[src/hdl/dmas_pkg.sv]
// Shared constants, types and register map of the multiply-accumulate-saturate datapath
package dmas_pkg;
   // Register byte offsets on the AXI4-Lite slave
   localparam logic [7:0] CFG_OFS = 8'h00;
   localparam logic [7:0] TRAP_OFS = 8'h04;
   localparam logic [7:0] STAT_OFS = 8'h08;
   localparam logic [7:0] ACC1_LO_OFS = 8'h0C;
   localparam logic [7:0] ACC1_HI_OFS = 8'h10;
   localparam logic [7:0] ACC2_LO_OFS = 8'h14;
   localparam logic [7:0] ACC2_HI_OFS = 8'h18;
   // Configuration register fields
   localparam int CFG_CLIP_EN1_BIT = 7;
   localparam int CFG_CLIP_EN2_BIT = 6;
   localparam int CFG_CLIP_W_BIT = 4;
   localparam logic [7:0] CFG_RESET = 8'h00;
   // Trap control register fields
   localparam int TRAP_GUARD1_BIT = 0;
   localparam int TRAP_GUARD2_BIT = 1;
   localparam int TRAP_SIGN_BIT = 2;
   localparam logic [2:0] TRAP_RESET = 3'h0;
   // Status register fields
   localparam int ST_GUARD1_BIT = 0;
   localparam int ST_GUARD2_BIT = 1;
   localparam int ST_CLIP1_BIT = 2;
   localparam int ST_CLIP2_BIT = 3;
   localparam int ST_ANY_GUARD_BIT = 4;
   localparam int ST_ANY_CLIP_BIT = 5;
   localparam int ST_TRAP_BIT = 6;
   // Accumulator reset and saturation limits
   localparam logic [39:0] ACC_RESET = 40'h00_0000_0000;
   localparam logic [39:0] SAT40_POS = 40'h7F_FFFF_FFFF;
   localparam logic [39:0] SAT40_NEG = 40'h80_0000_0000;
   localparam logic [39:0] SAT32_POS = 40'h00_7FFF_FFFF;
   localparam logic [39:0] SAT32_NEG = 40'hFF_8000_0000;
   // AXI response codes
   localparam logic [1:0] RESP_OKAY = 2'h0;
   localparam logic [1:0] RESP_SLVERR = 2'h2;

   // Operations issued by the instruction execution logic
   typedef enum logic [2:0] {
      DMAS_OP_MAC,
      DMAS_OP_MSC,
      DMAS_OP_MPY,
      DMAS_OP_ADD,
      DMAS_OP_LOAD,
      DMAS_OP_MCU_MUL,
      DMAS_OP_CLEAR
   } dmas_op_t;

   // One operation request with its operands
   typedef struct packed {
      dmas_op_t op;
      logic acc_sel;
      logic opa_signed;
      logic opb_signed;
      logic frac;
      logic byte_mode;
      logic signed [4:0] shift;
      logic [15:0] opa;
      logic [15:0] opb;
      logic [15:0] data;
   } dmas_req_t;

   // Adder result with its overflow indications
   typedef struct packed {
      logic [39:0] value;
      logic guard_ovf;
      logic clip_hit;
   } dmas_sum_t;
endpackage

[src/hdl/dmas_core.sv]
// Multiply-accumulate-saturate datapath with its AXI4-Lite control and status registers
//
// Chosen here: the register addresses and the AXI4-Lite interface to the registers.
`timescale 1ns/100ps
module dmas_core
(
   input wire logic ref_clk,
   input wire logic rst_n,
   // Operation request from the instruction execution logic
   input wire logic op_valid,
   input wire dmas_pkg::dmas_req_t op_req,
   // MCU multiply result
   output logic [31:0] mcu_result_q,
   output logic mcu_valid_q,
   // Accumulator contents for write-back logic
   output logic [39:0] first_acc_q,
   output logic [39:0] second_acc_q,
   // Status and trap request
   output logic either_guard_ovf,
   output logic either_clipped,
   output logic arith_trap_q,
   // AXI4-Lite slave
   input wire logic [7:0] s_axi_awaddr,
   input wire logic s_axi_awvalid,
   output logic s_axi_awready,
   input wire logic [31:0] s_axi_wdata,
   input wire logic [3:0] s_axi_wstrb,
   input wire logic s_axi_wvalid,
   output logic s_axi_wready,
   output logic [1:0] s_axi_bresp,
   output logic s_axi_bvalid,
   input wire logic s_axi_bready,
   input wire logic [7:0] s_axi_araddr,
   input wire logic s_axi_arvalid,
   output logic s_axi_arready,
   output logic [31:0] s_axi_rdata,
   output logic [1:0] s_axi_rresp,
   output logic s_axi_rvalid,
   input wire logic s_axi_rready
);
   // Configuration and trap enable registers
   logic [7:0] cfg_q;
   logic [2:0] trap_en_q;
   // Status flags
   logic first_acc_guard_ovf_q;
   logic second_acc_guard_ovf_q;
   logic first_acc_clipped_q;
   logic second_acc_clipped_q;
   // Decoded configuration fields
   logic [1:0] per_acc_clip_enable;
   logic clip_width_select;
   logic first_guard_trap_en;
   logic second_guard_trap_en;
   logic sign_loss_trap_en;
   // Datapath signals
   logic [39:0] product;
   logic [31:0] mcu_result;
   logic [39:0] shifted;
   logic [39:0] operand;
   logic [39:0] target_acc;
   logic zero_acc;
   logic subtract;
   logic uses_adder;
   logic sel_clip_en;
   dmas_pkg::dmas_sum_t sum;
   logic upd_first;
   logic upd_second;
   // Bus write path state
   logic aw_held_q;
   logic w_held_q;
   logic [7:0] aw_addr_q;
   logic [31:0] w_data_q;
   logic [3:0] w_strb_q;
   logic wr_fire;
   logic wr_hit;
   logic [31:0] clip_clear;
   logic trap_d;

   // Arithmetic shift by a signed amount: positive right, negative left, zero none
   function automatic logic [39:0] scale_shift(input logic [39:0] val, input logic signed [4:0] amt);
      logic [4:0] mag;
      mag = amt[4] ? 5'(-amt) : 5'(amt);
      if (amt[4])
      begin
         scale_shift = val << mag;
      end
      else
      begin
         scale_shift = 40'($signed(val) >>> mag);
      end
   endfunction

   // Register address match, used by both bus paths
   function automatic logic is_mapped(input logic [7:0] addr);
      is_mapped = (addr == dmas_pkg::CFG_OFS) || (addr == dmas_pkg::TRAP_OFS) ||
                  (addr == dmas_pkg::STAT_OFS) || (addr == dmas_pkg::ACC1_LO_OFS) ||
                  (addr == dmas_pkg::ACC1_HI_OFS) || (addr == dmas_pkg::ACC2_LO_OFS) ||
                  (addr == dmas_pkg::ACC2_HI_OFS);
   endfunction

   // Field decode
   // Clip enables and width from configuration
   assign per_acc_clip_enable = {cfg_q[dmas_pkg::CFG_CLIP_EN1_BIT], cfg_q[dmas_pkg::CFG_CLIP_EN2_BIT]};
   assign clip_width_select = cfg_q[dmas_pkg::CFG_CLIP_W_BIT];
   assign first_guard_trap_en = trap_en_q[dmas_pkg::TRAP_GUARD1_BIT];
   assign second_guard_trap_en = trap_en_q[dmas_pkg::TRAP_GUARD2_BIT];
   assign sign_loss_trap_en = trap_en_q[dmas_pkg::TRAP_SIGN_BIT];

   // Shared multiplier
   dmas_mult u_mult
   (
      .opa(op_req.opa),
      .opb(op_req.opb),
      .opa_signed(op_req.opa_signed),
      .opb_signed(op_req.opb_signed),
      .frac(op_req.frac),
      .byte_mode(op_req.byte_mode),
      .acc_product(product),
      .mcu_result(mcu_result)
   );

   // Bus data placed at bits 31:16, then shifted
   assign shifted = scale_shift({{8{op_req.data[15]}}, op_req.data, 16'h0000}, op_req.shift);

   // Operand and adder control per operation
   always_comb
   begin
      operand = product;
      zero_acc = 1'b0;
      subtract = 1'b0;
      uses_adder = op_valid;
      case (op_req.op)
         dmas_pkg::DMAS_OP_MAC:
         begin
            operand = product;
         end
         dmas_pkg::DMAS_OP_MSC:
         begin
            subtract = 1'b1;
         end
         // Zero accumulator side to load product
         dmas_pkg::DMAS_OP_MPY:
         begin
            zero_acc = 1'b1;
         end
         dmas_pkg::DMAS_OP_ADD:
         begin
            operand = shifted;
         end
         dmas_pkg::DMAS_OP_LOAD:
         begin
            operand = shifted;
            zero_acc = 1'b1;
         end
         // Clearing passes zero plus zero through the adder
         dmas_pkg::DMAS_OP_CLEAR:
         begin
            operand = 40'h00_0000_0000;
            zero_acc = 1'b1;
         end
         // The MCU multiply leaves the accumulators untouched
         dmas_pkg::DMAS_OP_MCU_MUL:
         begin
            uses_adder = 1'b0;
         end
         default:
         begin
            uses_adder = 1'b0;
         end
      endcase
   end

   assign target_acc = op_req.acc_sel ? second_acc_q : first_acc_q;
   assign sel_clip_en = op_req.acc_sel ? per_acc_clip_enable[0] : per_acc_clip_enable[1];

   // Adder, overflow detection and saturation
   dmas_addsat u_addsat
   (
      .acc_in(target_acc),
      .operand(operand),
      .zero_acc(zero_acc),
      .subtract(subtract),
      .clip_en(sel_clip_en),
      .clip_w40(clip_width_select),
      .sum(sum)
   );

   assign upd_first = uses_adder && !op_req.acc_sel;
   assign upd_second = uses_adder && op_req.acc_sel;

   // Accumulator update
   // Accumulators reset to zero
   always_ff @(posedge ref_clk or negedge rst_n)
   begin
      if (!rst_n)
      begin
         first_acc_q <= dmas_pkg::ACC_RESET;
         second_acc_q <= dmas_pkg::ACC_RESET;
      end
      else
      begin
         // Result back into the source accumulator
         if (upd_first)
         begin
            first_acc_q <= sum.value;
         end
         if (upd_second)
         begin
            second_acc_q <= sum.value;
         end
      end
   end

   // MCU multiply result, one-cycle valid pulse
   always_ff @(posedge ref_clk or negedge rst_n)
   begin
      if (!rst_n)
      begin
         mcu_result_q <= 32'h0000_0000;
         mcu_valid_q <= 1'b0;
      end
      else
      begin
         mcu_valid_q <= op_valid && (op_req.op == dmas_pkg::DMAS_OP_MCU_MUL);
         // Product written only for the MCU multiply
         if (op_valid && (op_req.op == dmas_pkg::DMAS_OP_MCU_MUL))
         begin
            mcu_result_q <= mcu_result;
         end
      end
   end

   // Guard overflow flags follow the latest pass on their accumulator
   always_ff @(posedge ref_clk or negedge rst_n)
   begin
      if (!rst_n)
      begin
         first_acc_guard_ovf_q <= 1'b0;
         second_acc_guard_ovf_q <= 1'b0;
      end
      else
      begin
         if (upd_first)
         begin
            first_acc_guard_ovf_q <= sum.guard_ovf;
         end
         if (upd_second)
         begin
            second_acc_guard_ovf_q <= sum.guard_ovf;
         end
      end
   end

   // Write-one-to-clear mask for the clipped flags
   assign clip_clear = (wr_fire && (aw_addr_q == dmas_pkg::STAT_OFS) && w_strb_q[0]) ? w_data_q : 32'h0000_0000;

   // Sticky clipped flags; a new hit in the clearing cycle wins over the clear
   always_ff @(posedge ref_clk or negedge rst_n)
   begin
      if (!rst_n)
      begin
         first_acc_clipped_q <= 1'b0;
         second_acc_clipped_q <= 1'b0;
      end
      else
      begin
         first_acc_clipped_q <= (upd_first && sum.clip_hit) ||
                                (first_acc_clipped_q && !clip_clear[dmas_pkg::ST_CLIP1_BIT]);
         second_acc_clipped_q <= (upd_second && sum.clip_hit) ||
                                 (second_acc_clipped_q && !clip_clear[dmas_pkg::ST_CLIP2_BIT]);
      end
   end

   assign either_guard_ovf = first_acc_guard_ovf_q || second_acc_guard_ovf_q;
   assign either_clipped = first_acc_clipped_q || second_acc_clipped_q;

   // Trap request from the current flags and enables
   always_comb
   begin
      trap_d = 1'b0;
      if ((first_acc_guard_ovf_q && first_guard_trap_en) || (second_acc_guard_ovf_q && second_guard_trap_en))
      begin
         trap_d = 1'b1;
      end
      if (sign_loss_trap_en && ((first_acc_clipped_q && !per_acc_clip_enable[1]) ||
                                (second_acc_clipped_q && !per_acc_clip_enable[0])))
      begin
         trap_d = 1'b1;
      end
   end

   // Registered trap level, one cycle behind the flags
   always_ff @(posedge ref_clk or negedge rst_n)
   begin
      if (!rst_n)
      begin
         arith_trap_q <= 1'b0;
      end
      else
      begin
         arith_trap_q <= trap_d;
      end
   end

   // Write address and data are captured independently, in either order
   assign s_axi_awready = !aw_held_q && !s_axi_bvalid;
   assign s_axi_wready = !w_held_q && !s_axi_bvalid;
   assign wr_fire = aw_held_q && w_held_q && !s_axi_bvalid;
   assign wr_hit = is_mapped(aw_addr_q);

   // Write channel capture
   always_ff @(posedge ref_clk or negedge rst_n)
   begin
      if (!rst_n)
      begin
         aw_held_q <= 1'b0;
         w_held_q <= 1'b0;
         aw_addr_q <= 8'h00;
         w_data_q <= 32'h0000_0000;
         w_strb_q <= 4'h0;
      end
      else
      begin
         if (s_axi_awvalid && s_axi_awready)
         begin
            aw_held_q <= 1'b1;
            aw_addr_q <= s_axi_awaddr;
         end
         else if (wr_fire)
         begin
            aw_held_q <= 1'b0;
         end
         if (s_axi_wvalid && s_axi_wready)
         begin
            w_held_q <= 1'b1;
            w_data_q <= s_axi_wdata;
            w_strb_q <= s_axi_wstrb;
         end
         else if (wr_fire)
         begin
            w_held_q <= 1'b0;
         end
      end
   end

   // Write response, held until the master takes it
   always_ff @(posedge ref_clk or negedge rst_n)
   begin
      if (!rst_n)
      begin
         s_axi_bvalid <= 1'b0;
         s_axi_bresp <= dmas_pkg::RESP_OKAY;
      end
      else if (wr_fire)
      begin
         s_axi_bvalid <= 1'b1;
         s_axi_bresp <= wr_hit ? dmas_pkg::RESP_OKAY : dmas_pkg::RESP_SLVERR;
      end
      else if (s_axi_bready)
      begin
         s_axi_bvalid <= 1'b0;
      end
   end

   // Software writable control registers; only byte lane 0 carries live bits
   always_ff @(posedge ref_clk or negedge rst_n)
   begin
      if (!rst_n)
      begin
         cfg_q <= dmas_pkg::CFG_RESET;
         trap_en_q <= dmas_pkg::TRAP_RESET;
      end
      else if (wr_fire && w_strb_q[0])
      begin
         if (aw_addr_q == dmas_pkg::CFG_OFS)
         begin
            cfg_q <= w_data_q[7:0] & 8'hD0;
         end
         if (aw_addr_q == dmas_pkg::TRAP_OFS)
         begin
            trap_en_q <= w_data_q[2:0];
         end
      end
   end

   // Read path: one outstanding read, data held until taken
   assign s_axi_arready = !s_axi_rvalid;

   always_ff @(posedge ref_clk or negedge rst_n)
   begin
      if (!rst_n)
      begin
         s_axi_rvalid <= 1'b0;
         s_axi_rdata <= 32'h0000_0000;
         s_axi_rresp <= dmas_pkg::RESP_OKAY;
      end
      else if (s_axi_arvalid && s_axi_arready)
      begin
         s_axi_rvalid <= 1'b1;
         s_axi_rresp <= is_mapped(s_axi_araddr) ? dmas_pkg::RESP_OKAY : dmas_pkg::RESP_SLVERR;
         case (s_axi_araddr)
            dmas_pkg::CFG_OFS: s_axi_rdata <= {24'h00_0000, cfg_q};
            dmas_pkg::TRAP_OFS: s_axi_rdata <= {29'h0000_0000, trap_en_q};
            dmas_pkg::STAT_OFS: s_axi_rdata <= {25'h000_0000, arith_trap_q, either_clipped, either_guard_ovf,
                                                second_acc_clipped_q, first_acc_clipped_q,
                                                second_acc_guard_ovf_q, first_acc_guard_ovf_q};
            dmas_pkg::ACC1_LO_OFS: s_axi_rdata <= first_acc_q[31:0];
            dmas_pkg::ACC1_HI_OFS: s_axi_rdata <= {24'h00_0000, first_acc_q[39:32]};
            dmas_pkg::ACC2_LO_OFS: s_axi_rdata <= second_acc_q[31:0];
            dmas_pkg::ACC2_HI_OFS: s_axi_rdata <= {24'h00_0000, second_acc_q[39:32]};
            default: s_axi_rdata <= 32'h0000_0000;
         endcase
      end
      else if (s_axi_rready)
      begin
         s_axi_rvalid <= 1'b0;
      end
   end
endmodule

[src/hdl/dmas_mult.sv]
// Shared 17x17 multiplier with fractional or integer scaling
`timescale 1ns/100ps
module dmas_mult
(
   input wire logic [15:0] opa,
   input wire logic [15:0] opb,
   input wire logic opa_signed,
   input wire logic opb_signed,
   input wire logic frac,
   input wire logic byte_mode,
   output logic [39:0] acc_product,
   output logic [31:0] mcu_result
);
   // Operands widened to 17 bits
   logic signed [16:0] ext_a;
   logic signed [16:0] ext_b;
   // Full signed product of two 17-bit values
   logic signed [33:0] full;
   // Scaled 33-bit product
   logic [32:0] scaled;

   // Zero or sign extension
   // Byte operands are widened the same way from bit 7 so one multiplier serves both sizes
   always_comb
   begin
      if (byte_mode)
      begin
         ext_a = {{9{opa_signed & opa[7]}}, opa[7:0]};
         ext_b = {{9{opb_signed & opb[7]}}, opb[7:0]};
      end
      else
      begin
         ext_a = {opa_signed & opa[15], opa};
         ext_b = {opb_signed & opb[15], opb};
      end
   end

   assign full = ext_a * ext_b;

   // Fractional shift gives 1.31
   // The left shift drops the duplicated sign bit of a Q15 by Q15 product
   assign scaled = frac ? {full[31:0], 1'b0} : full[32:0];

   assign acc_product = {{7{scaled[32]}}, scaled};

   // Byte gives 16, word gives 32 bits
   assign mcu_result = byte_mode ? {16'h0000, full[15:0]} : full[31:0];
endmodule

[src/hdl/dmas_addsat.sv]
// 40-bit adder/subtracter with overflow detection and saturation
`timescale 1ns/100ps
module dmas_addsat
(
   input wire logic [39:0] acc_in,
   input wire logic [39:0] operand,
   input wire logic zero_acc,
   input wire logic subtract,
   input wire logic clip_en,
   input wire logic clip_w40,
   output dmas_pkg::dmas_sum_t sum
);
   // Adder inputs after zero and complement selection
   logic [39:0] in_a;
   logic [39:0] in_b;
   logic carry_in;
   logic [39:0] raw;
   // Overflow out of bit 39 and out of the 1.31 range
   logic ovf39;
   logic ovf31;
   // Sign the result would have had with infinite width
   logic true_neg;

   // Zero input and true or complement
   assign in_a = zero_acc ? 40'h00_0000_0000 : acc_in;
   assign in_b = subtract ? ~operand : operand;
   // Carry in low on add, high on subtract
   // Borrow is active low, so no borrow means a carry of one into the complement
   assign carry_in = subtract;
   assign raw = in_a + in_b + {39'h0, carry_in};

   // Sign lost out of bit 39
   assign ovf39 = (in_a[39] == in_b[39]) && (raw[39] != in_a[39]);
   assign true_neg = raw[39] ^ ovf39;
   // Bits 39:31 must all agree for a value that fits 1.31
   assign ovf31 = ovf39 || !((&raw[39:31]) || !(|raw[39:31]));

   always_comb
   begin
      sum.value = raw;
      // Guard flag never set in 32-bit mode
      sum.guard_ovf = !((&raw[39:32]) || !(|raw[39:32])) && !(clip_en && !clip_w40);
      // Without saturation, bit 39 overflow only
      sum.clip_hit = ovf39;
      if (clip_en && clip_w40)
      begin
         sum.clip_hit = ovf39;
         if (ovf39)
         begin
            sum.value = true_neg ? dmas_pkg::SAT40_NEG : dmas_pkg::SAT40_POS;
         end
      end
      else if (clip_en)
      begin
         sum.clip_hit = ovf31;
         if (ovf31)
         begin
            sum.value = true_neg ? dmas_pkg::SAT32_NEG : dmas_pkg::SAT32_POS;
         end
      end
   end
endmodule

[config.mk]
export PLATFORM = sky130hd
export DESIGN_NAME = dmas_core
export DESIGN_NICKNAME = d
export VERILOG_FILES = /design/src/hdl/dmas_pkg.sv /design/src/hdl/dmas_core.sv /design/src/hdl/dmas_mult.sv /design/src/hdl/dmas_addsat.sv
export SDC_FILE = /design/constraint.sdc
export NUM_CORES = 2
export LEC_CHECK = 0
export BUFFER_PORTS_ARGS = -buffer_cell sky130_fd_sc_hd__buf_2
export CAP_MARGIN = 20
export CORE_ASPECT_RATIO = 1.5
export CORE_MARGIN = 2
export CORE_UTILIZATION = 45
export DETAILED_ROUTE_END_ITERATION = 8
export SKIP_CTS_REPAIR_TIMING = 1
export SYNTH_ARGS = -nofsm -noshare
export SYNTH_HDL_FRONTEND = slang
export SYNTH_SLANG_ARGS = --single-unit
[constraint.sdc]
create_clock -name ref_clk -period 6.9 [get_ports ref_clk]
set_clock_uncertainty 0.15 [all_clocks]
set_input_delay 1.38 -clock ref_clk [delete_from_list [all_inputs] [get_ports ref_clk]]
set_output_delay 1.38 -clock ref_clk [all_outputs]
set_load 0.03 [all_outputs]
# Word level (Yosys, flattened, before mapping)
# Index checks and enable logic that the tools add are counted.
# word_totals
reg_bits	181
in_bits	121
out_inout_bits	157
word_cells	166
# op_classes
add_sub_neg	3
n_mul	1
n_eq_ne	20
shift	2
mux	35
bitwise	6
reduce_logical	78
# op_table
operator	count
$mux 40	10
$pmux 32 s7	1
$pmux 40 s2	1
$eq 8x5->1 const B	6
$add 40x1->40	1
$add 40x40->40	1
$not 40->40	1
$shl 40x5->40	1
$sshr 32x5->40	1
$mux 17	2
$mul 17x17->33	1
$mux 33	1
$eq 8x4->1 const B	4
$mux 32	1
$logic_and 1x1->1	26
$logic_or 1x1->1	21
$eq 8x3->1 const B	2
$logic_not 8->1	2
$logic_not 1->1	15
$mux 1	15
$eq 3x3->1 const B	3
$reduce_and 9->1	1
$reduce_or 9->1	1
$reduce_and 8->1	1
17 further kinds	26

# Depth between registers and ports, before layout
# depth
ltp_word	18
mapped_depth	45
ltp_nobuf	41

# Modules after synthesis
# A second synthesis with hierarchy kept.
# unflattened
cells_unflattened	2847
hier_area_um2	25351.8
# by_module_without_submodules
mod	instances	cells_per_inst	area_each_um2	seq_area_each_um2
dmas_mult	1	1305	11474.8	0.0
dmas_core	1	983	10074.7	4454.3
dmas_addsat	1	559	3802.4	0.0

# Least setup slack after synthesis
# Ideal clock, no wire load.
# synth_path
path_kind	input to register
from	in op_req[39] (netlist bit)
to	reg second_acc_q[0]
setup_ns	0.126
arrival_ns	11.340
required_time_ns	6.624
setup_slack_ns	-4.716
path_stages	42
n_path_buf	5
cell_sequence	clkbuf_1 > nand3_1 > o21ai_1 > clkbuf_1 > nand2_1 > fa_1 > fa_1 > inv_1 > fa_1 > inv_1 > fa_1 > fa_1 > fa_1 > inv_1 > ha_1 > clkbuf_1 > nand4_1 > or2_2 > (+6 left out) > a221o_1 > mux2i_1 > nand2_1 > ha_1 > clkbuf_1 > a21oi_1 > o21ai_1 > a221o_1 > a221o_1 > a31oi_1 > xor2_1 > and3_1 > nand4_1 > maj3_2 > a211o_1 > and3_1 > buf_2 > a221o_1
# synth_between
elab_chain_len	17
elab_cells_between_ends	25
cone_classes	add/sub (2); mul (1); eq/ne (2); mux (10); bitwise (3); reduce/logical (7)
# synth_rtl
item	line	rtl
start: declaration	dmas_core.sv:11	input wire dmas_pkg::dmas_req_t op_req,
$and 1x1->1	dmas_mult.sv:28	ext_a = {{9{opa_signed & opa[7]}}, opa[7:0]};
$mux 17 *	dmas_mult.sv:26	if (byte_mode)
$mul 17x17->33 *	dmas_mult.sv:38	assign full = ext_a * ext_b;
$mux 33 *	dmas_mult.sv:42	assign scaled = frac ? {full[31:0], 1'b0} : full[32:0];
$pmux 40 s2 *	dmas_core.sv:132	case (op_req.op)
$not 40->40	dmas_addsat.sv:26	assign in_b = subtract ? ~operand : operand;
$mux 40 *	dmas_addsat.sv:26	
$add 40x40->40	dmas_addsat.sv:30	assign raw = in_a + in_b + {39'h0, carry_in};
$add 40x1->40	dmas_addsat.sv:30	
$reduce_or 9->1	dmas_addsat.sv:36	assign ovf31 = ovf39 || !((&raw[39:31]) || !(|raw[39:31]));
$logic_not 1->1	dmas_addsat.sv:36	
$logic_or 1x1->1	dmas_addsat.sv:36	
$logic_not 1->1	dmas_addsat.sv:36	
$logic_or 1x1->1	dmas_addsat.sv:36	
$mux 40	dmas_addsat.sv:56	if (ovf31)
$mux 40	dmas_addsat.sv:53	else if (clip_en)
$mux 40 *	dmas_addsat.sv:45	if (clip_en && clip_w40)
end signal: assignment	dmas_core.sv:198	second_acc_q <= dmas_pkg::ACC_RESET;
end signal: assignment	dmas_core.sv:209	second_acc_q <= sum.value;
end: declaration	dmas_core.sv:17	output logic [39:0] second_acc_q,
# Mark *: on every way between the ends. The rest lies on a longest branch, timed or not.
# A chain may end at the register's enable or synchronous reset.

# Final worst setup path
# layout_path
from	in op_req[53] (netlist bit)
to	reg first_acc_q[25]
# layout_between
elab_chain_len	16
elab_cells_between_ends	25
cone_classes	add/sub (2); mul (1); eq/ne (2); mux (11); bitwise (2); reduce/logical (7)
# layout_rtl
item	line	rtl
$mux 17	dmas_mult.sv:26	
$mul 17x17->33 *	dmas_mult.sv:38	
$mux 33 *	dmas_mult.sv:42	
$pmux 40 s2 *	dmas_core.sv:132	
$not 40->40	dmas_addsat.sv:26	
$mux 40 *	dmas_addsat.sv:26	
$add 40x40->40	dmas_addsat.sv:30	
$add 40x1->40	dmas_addsat.sv:30	
$reduce_or 9->1	dmas_addsat.sv:36	
$logic_not 1->1	dmas_addsat.sv:36	
$logic_or 1x1->1	dmas_addsat.sv:36	
$logic_not 1->1	dmas_addsat.sv:36	
$logic_or 1x1->1	dmas_addsat.sv:36	
$mux 40	dmas_addsat.sv:56	
$mux 40	dmas_addsat.sv:53	
$mux 40 *	dmas_addsat.sv:45	
end signal: assignment	dmas_core.sv:197	first_acc_q <= dmas_pkg::ACC_RESET;
end signal: assignment	dmas_core.sv:205	first_acc_q <= sum.value;
end: declaration	dmas_core.sv:16	output logic [39:0] first_acc_q,
# Marked as above.

==> summary.txt <==
Status: finished, violations left
Failing checks: setup timing
Reg-to-Reg End: first_acc_q[25]
CP Class: in -> reg
Worst slew slack as a fraction of its limit: 25.9%
Share of flip-flops with an asynchronous set or reset: 100%
Clock-pin slew reported for the worst setup and hold paths after clock tree synthesis: 70 ps
EDFF count, synth: 0
Worst-skew pair later-pin latency: 460 ps
Synth warnings: 0
Num ports: 278
Worst hold start: mcu_result_q[3]
Slowest stage cell on the critical path: fa_1
Flop and latch count out of synthesis: 178
Final worst slack: -4220 ps
WHS Endpoint: mcu_result_q[3]
Register-to-register path setup slack: 1730 ps
Via count normalized by instance count: 5.58
Final design instance area without fill: 33800 um2
Wire length reported by the detailed router: 91800 um
Effective utilization at floorplan: 45.3%
Most frequent cells in the layout: 620 x buf_4, 376 x nand2_1, 325 x inv_1
Number of nets in the finished design: 4243
First-pass GRT wire length: 139000 um
Per-instance average area after synthesis: 8.46 um2
Source of the worst register-to-register timing path: first_acc_q[0]
Maximum number of pins on one net before global-route repair: 70
Gate count after technology mapping: 2919
Std cell rows: 105
Critical path arrival: 11310 ps
Unrepaired setup endpoints after global routing: true
Required time of the worst setup path: 7090 ps
HPWL Detailed: 76300 um
Worst-margin pin slew: 1110 ps
Ratio of cells with drive above 1 in the final layout: 33.9%
Cell repeated most along the worst path: fa_1
TritonCTS Buffers: 17
Die Width: 195 um
Starting DRC count in detailed routing: 1270
Clock tree from TritonCTS: done
Die H: 291 um
Number of stages on the worst hold path: 2
Vias after detailed routing: 24634
Via count of the first global-routing pass: 25839
Hold WC Path Type: reg -> reg
Routability congestion estimate: 1.02
Register area share after synthesis: 18.0%
Reg2reg path depth: 17
Router iterations before antenna repair: 5
Highest Clock Rate: 89.9 MHz
Clock sink count: 178
Post-synthesis cell area: 24700 um2
Maximum root-to-sink buffer count: 2
Gr ovfl total: 0
Die Footprint: 56800 um2
Share of the clock period used by the worst path after layout: 161%
Post-DRT Antenna Nets: 0
Tmin final: 11120 ps
Detail-routed net length per standard cell: 20.8 um
Category of the worst setup path launch point: input port
Maxcap violations: 0
Leading cell type in the layout, fill and taps excluded: buf_4
Quantity of I/O buffers inserted on ports: 247
Max incr delay on CP: 570 ps
Number of DRC violations after detailed routing: 0
Area growth from synthesis to layout: 37.0%
Number of endpoints failing setup at the final stage: 100
Distinct cell type count after synthesis: 88
Inst Count DP: 4323
Largest driver fanout on the critical path: 7
Number of antenna violations at the first check in global routing: 0
Placed Area: 31200 um2
Overall track demand over capacity in global routing: 31.4%
Max-slew violation total from the final report: 0
Hold Violations, Final: 0
Most common flop cell mapped by yosys: dfrtp_1
Endpoint class of the critical path: flop
Root buffer selected by CTS: clkbuf_16
CTS HTree Levels: 4
Core footprint: 54500 um2
Non-filler instance count after layout: 4417
-- registers in the layout, indices dropped and copies added (netlist names), 3 cells and up --
name and count:
first_acc_q 40, second_acc_q 40, mcu_result_q 32, s_axi_rdata 32, aw_addr_q 8, w_data_q 7
cfg_q 3, trap_en_q 3
-- worst max path at each step --
stage | end | start | slack [ps] | cells past startpoint
2_1_floorplan | second_acc_q[0] | op_req[39] | -4070 | 43
3_5_place_dp | second_acc_q[14] | op_req[53] | -5370 | 47
3_3_place_gp | first_acc_q[15] | op_req[53] | -5380 | 46
4_1_cts | second_acc_q[14] | op_req[53] | -4900 | 47
6_report | first_acc_q[25] | op_req[53] | -4220 | 44
5_1_grt | second_acc_q[27] | op_req[53] | -4580 | 44
-- cell usage after synthesis, drive strengths merged, types with 19 or more instances --
library cell / n / area (um2)
fa: 291 / 5830
and2: 147 / 920
a31oi: 22 / 138
a22oi: 29 / 218
dfrtp: 178 / 4450
nand4: 20 / 125
clkbuf: 128 / 480
nand2: 383 / 1440
a21o: 26 / 203
buf: 29 / 141
o21ai: 203 / 1020
nor2: 224 / 841
o211ai: 19 / 148
ha: 122 / 1530
xor2: 21 / 184
a211oi: 46 / 350
nand3: 32 / 160
a221o: 20 / 200
a21oi: 153 / 766
inv: 336 / 1260
mux2: 32 / 360
o22ai: 24 / 156
nor3: 40 / 200
xnor2: 73 / 639
mux2i: 118 / 1190
-- critical path: cells and delay by family --
kind	cells	cell delay, ps
and+or+nand+nor	12	1930
AOI/OAI and AO/OA	11	2670
buffers and inverters	9	870
xor gates and xnor gates	3	450
adders and majority gates	9	3980
-- cell families after synthesis --
group / count (synthesis) / synth area share (%)
flip-flops: 178 / 18.0
adder cells (fa/ha/maj): 414 / 29.8
XOR/XNOR: 98 / 3.70
multiplexers: 156 / 6.84
AND/OR/NAND/NOR: 932 / 17.3
other: 1 / 0.0152
AO/OA/AOI/OAI: 646 / 16.7
buffers and inverters: 494 / 7.64
-- area by class of cell --
cell class | count | area (um2)
Tap cell | 695 | 870
Multi-Input combinational cell | 2249 | 19800
Clock buffer | 21 | 480
Clock inverter | 10 | 135
Antenna cell | 1 | 2.50
Sequential cell | 178 | 4450
Fill cell | 4830 | 20700
Timing Repair Buffer | 926 | 6810
Inverter | 337 | 1270
-- stage by stage --
| step | setup slack (ps) | hold WS (ps) | util, % | setup TNS [ps] |
|---|---|---|---|---|
| floorplan | -4070 | 304 | - | -307670 |
| finish | -4220 | 321 | 62.1 | -349660 |
| detailed placement | -5370 | 307 | 57.3 | -457800 |
| global route | -4580 | 354 | 62.1 | -382390 |
| global placement | -5380 | 306 | 57.2 | -459400 |
| CTS | -4900 | 325 | 58.4 | -408290 |
-- metal layers --
layer	track usage [%]	vias up	routed length, um
met1	30.8	12101	31100
met3	2.83	335	3340
met5	0	-	0
li1	-	11378	-
met4	22.0	0	7550
met2	61.1	820	49800
Power is not shown: default switching activity piles up to over one toggle a cycle in this logic, so the estimate is an artifact.
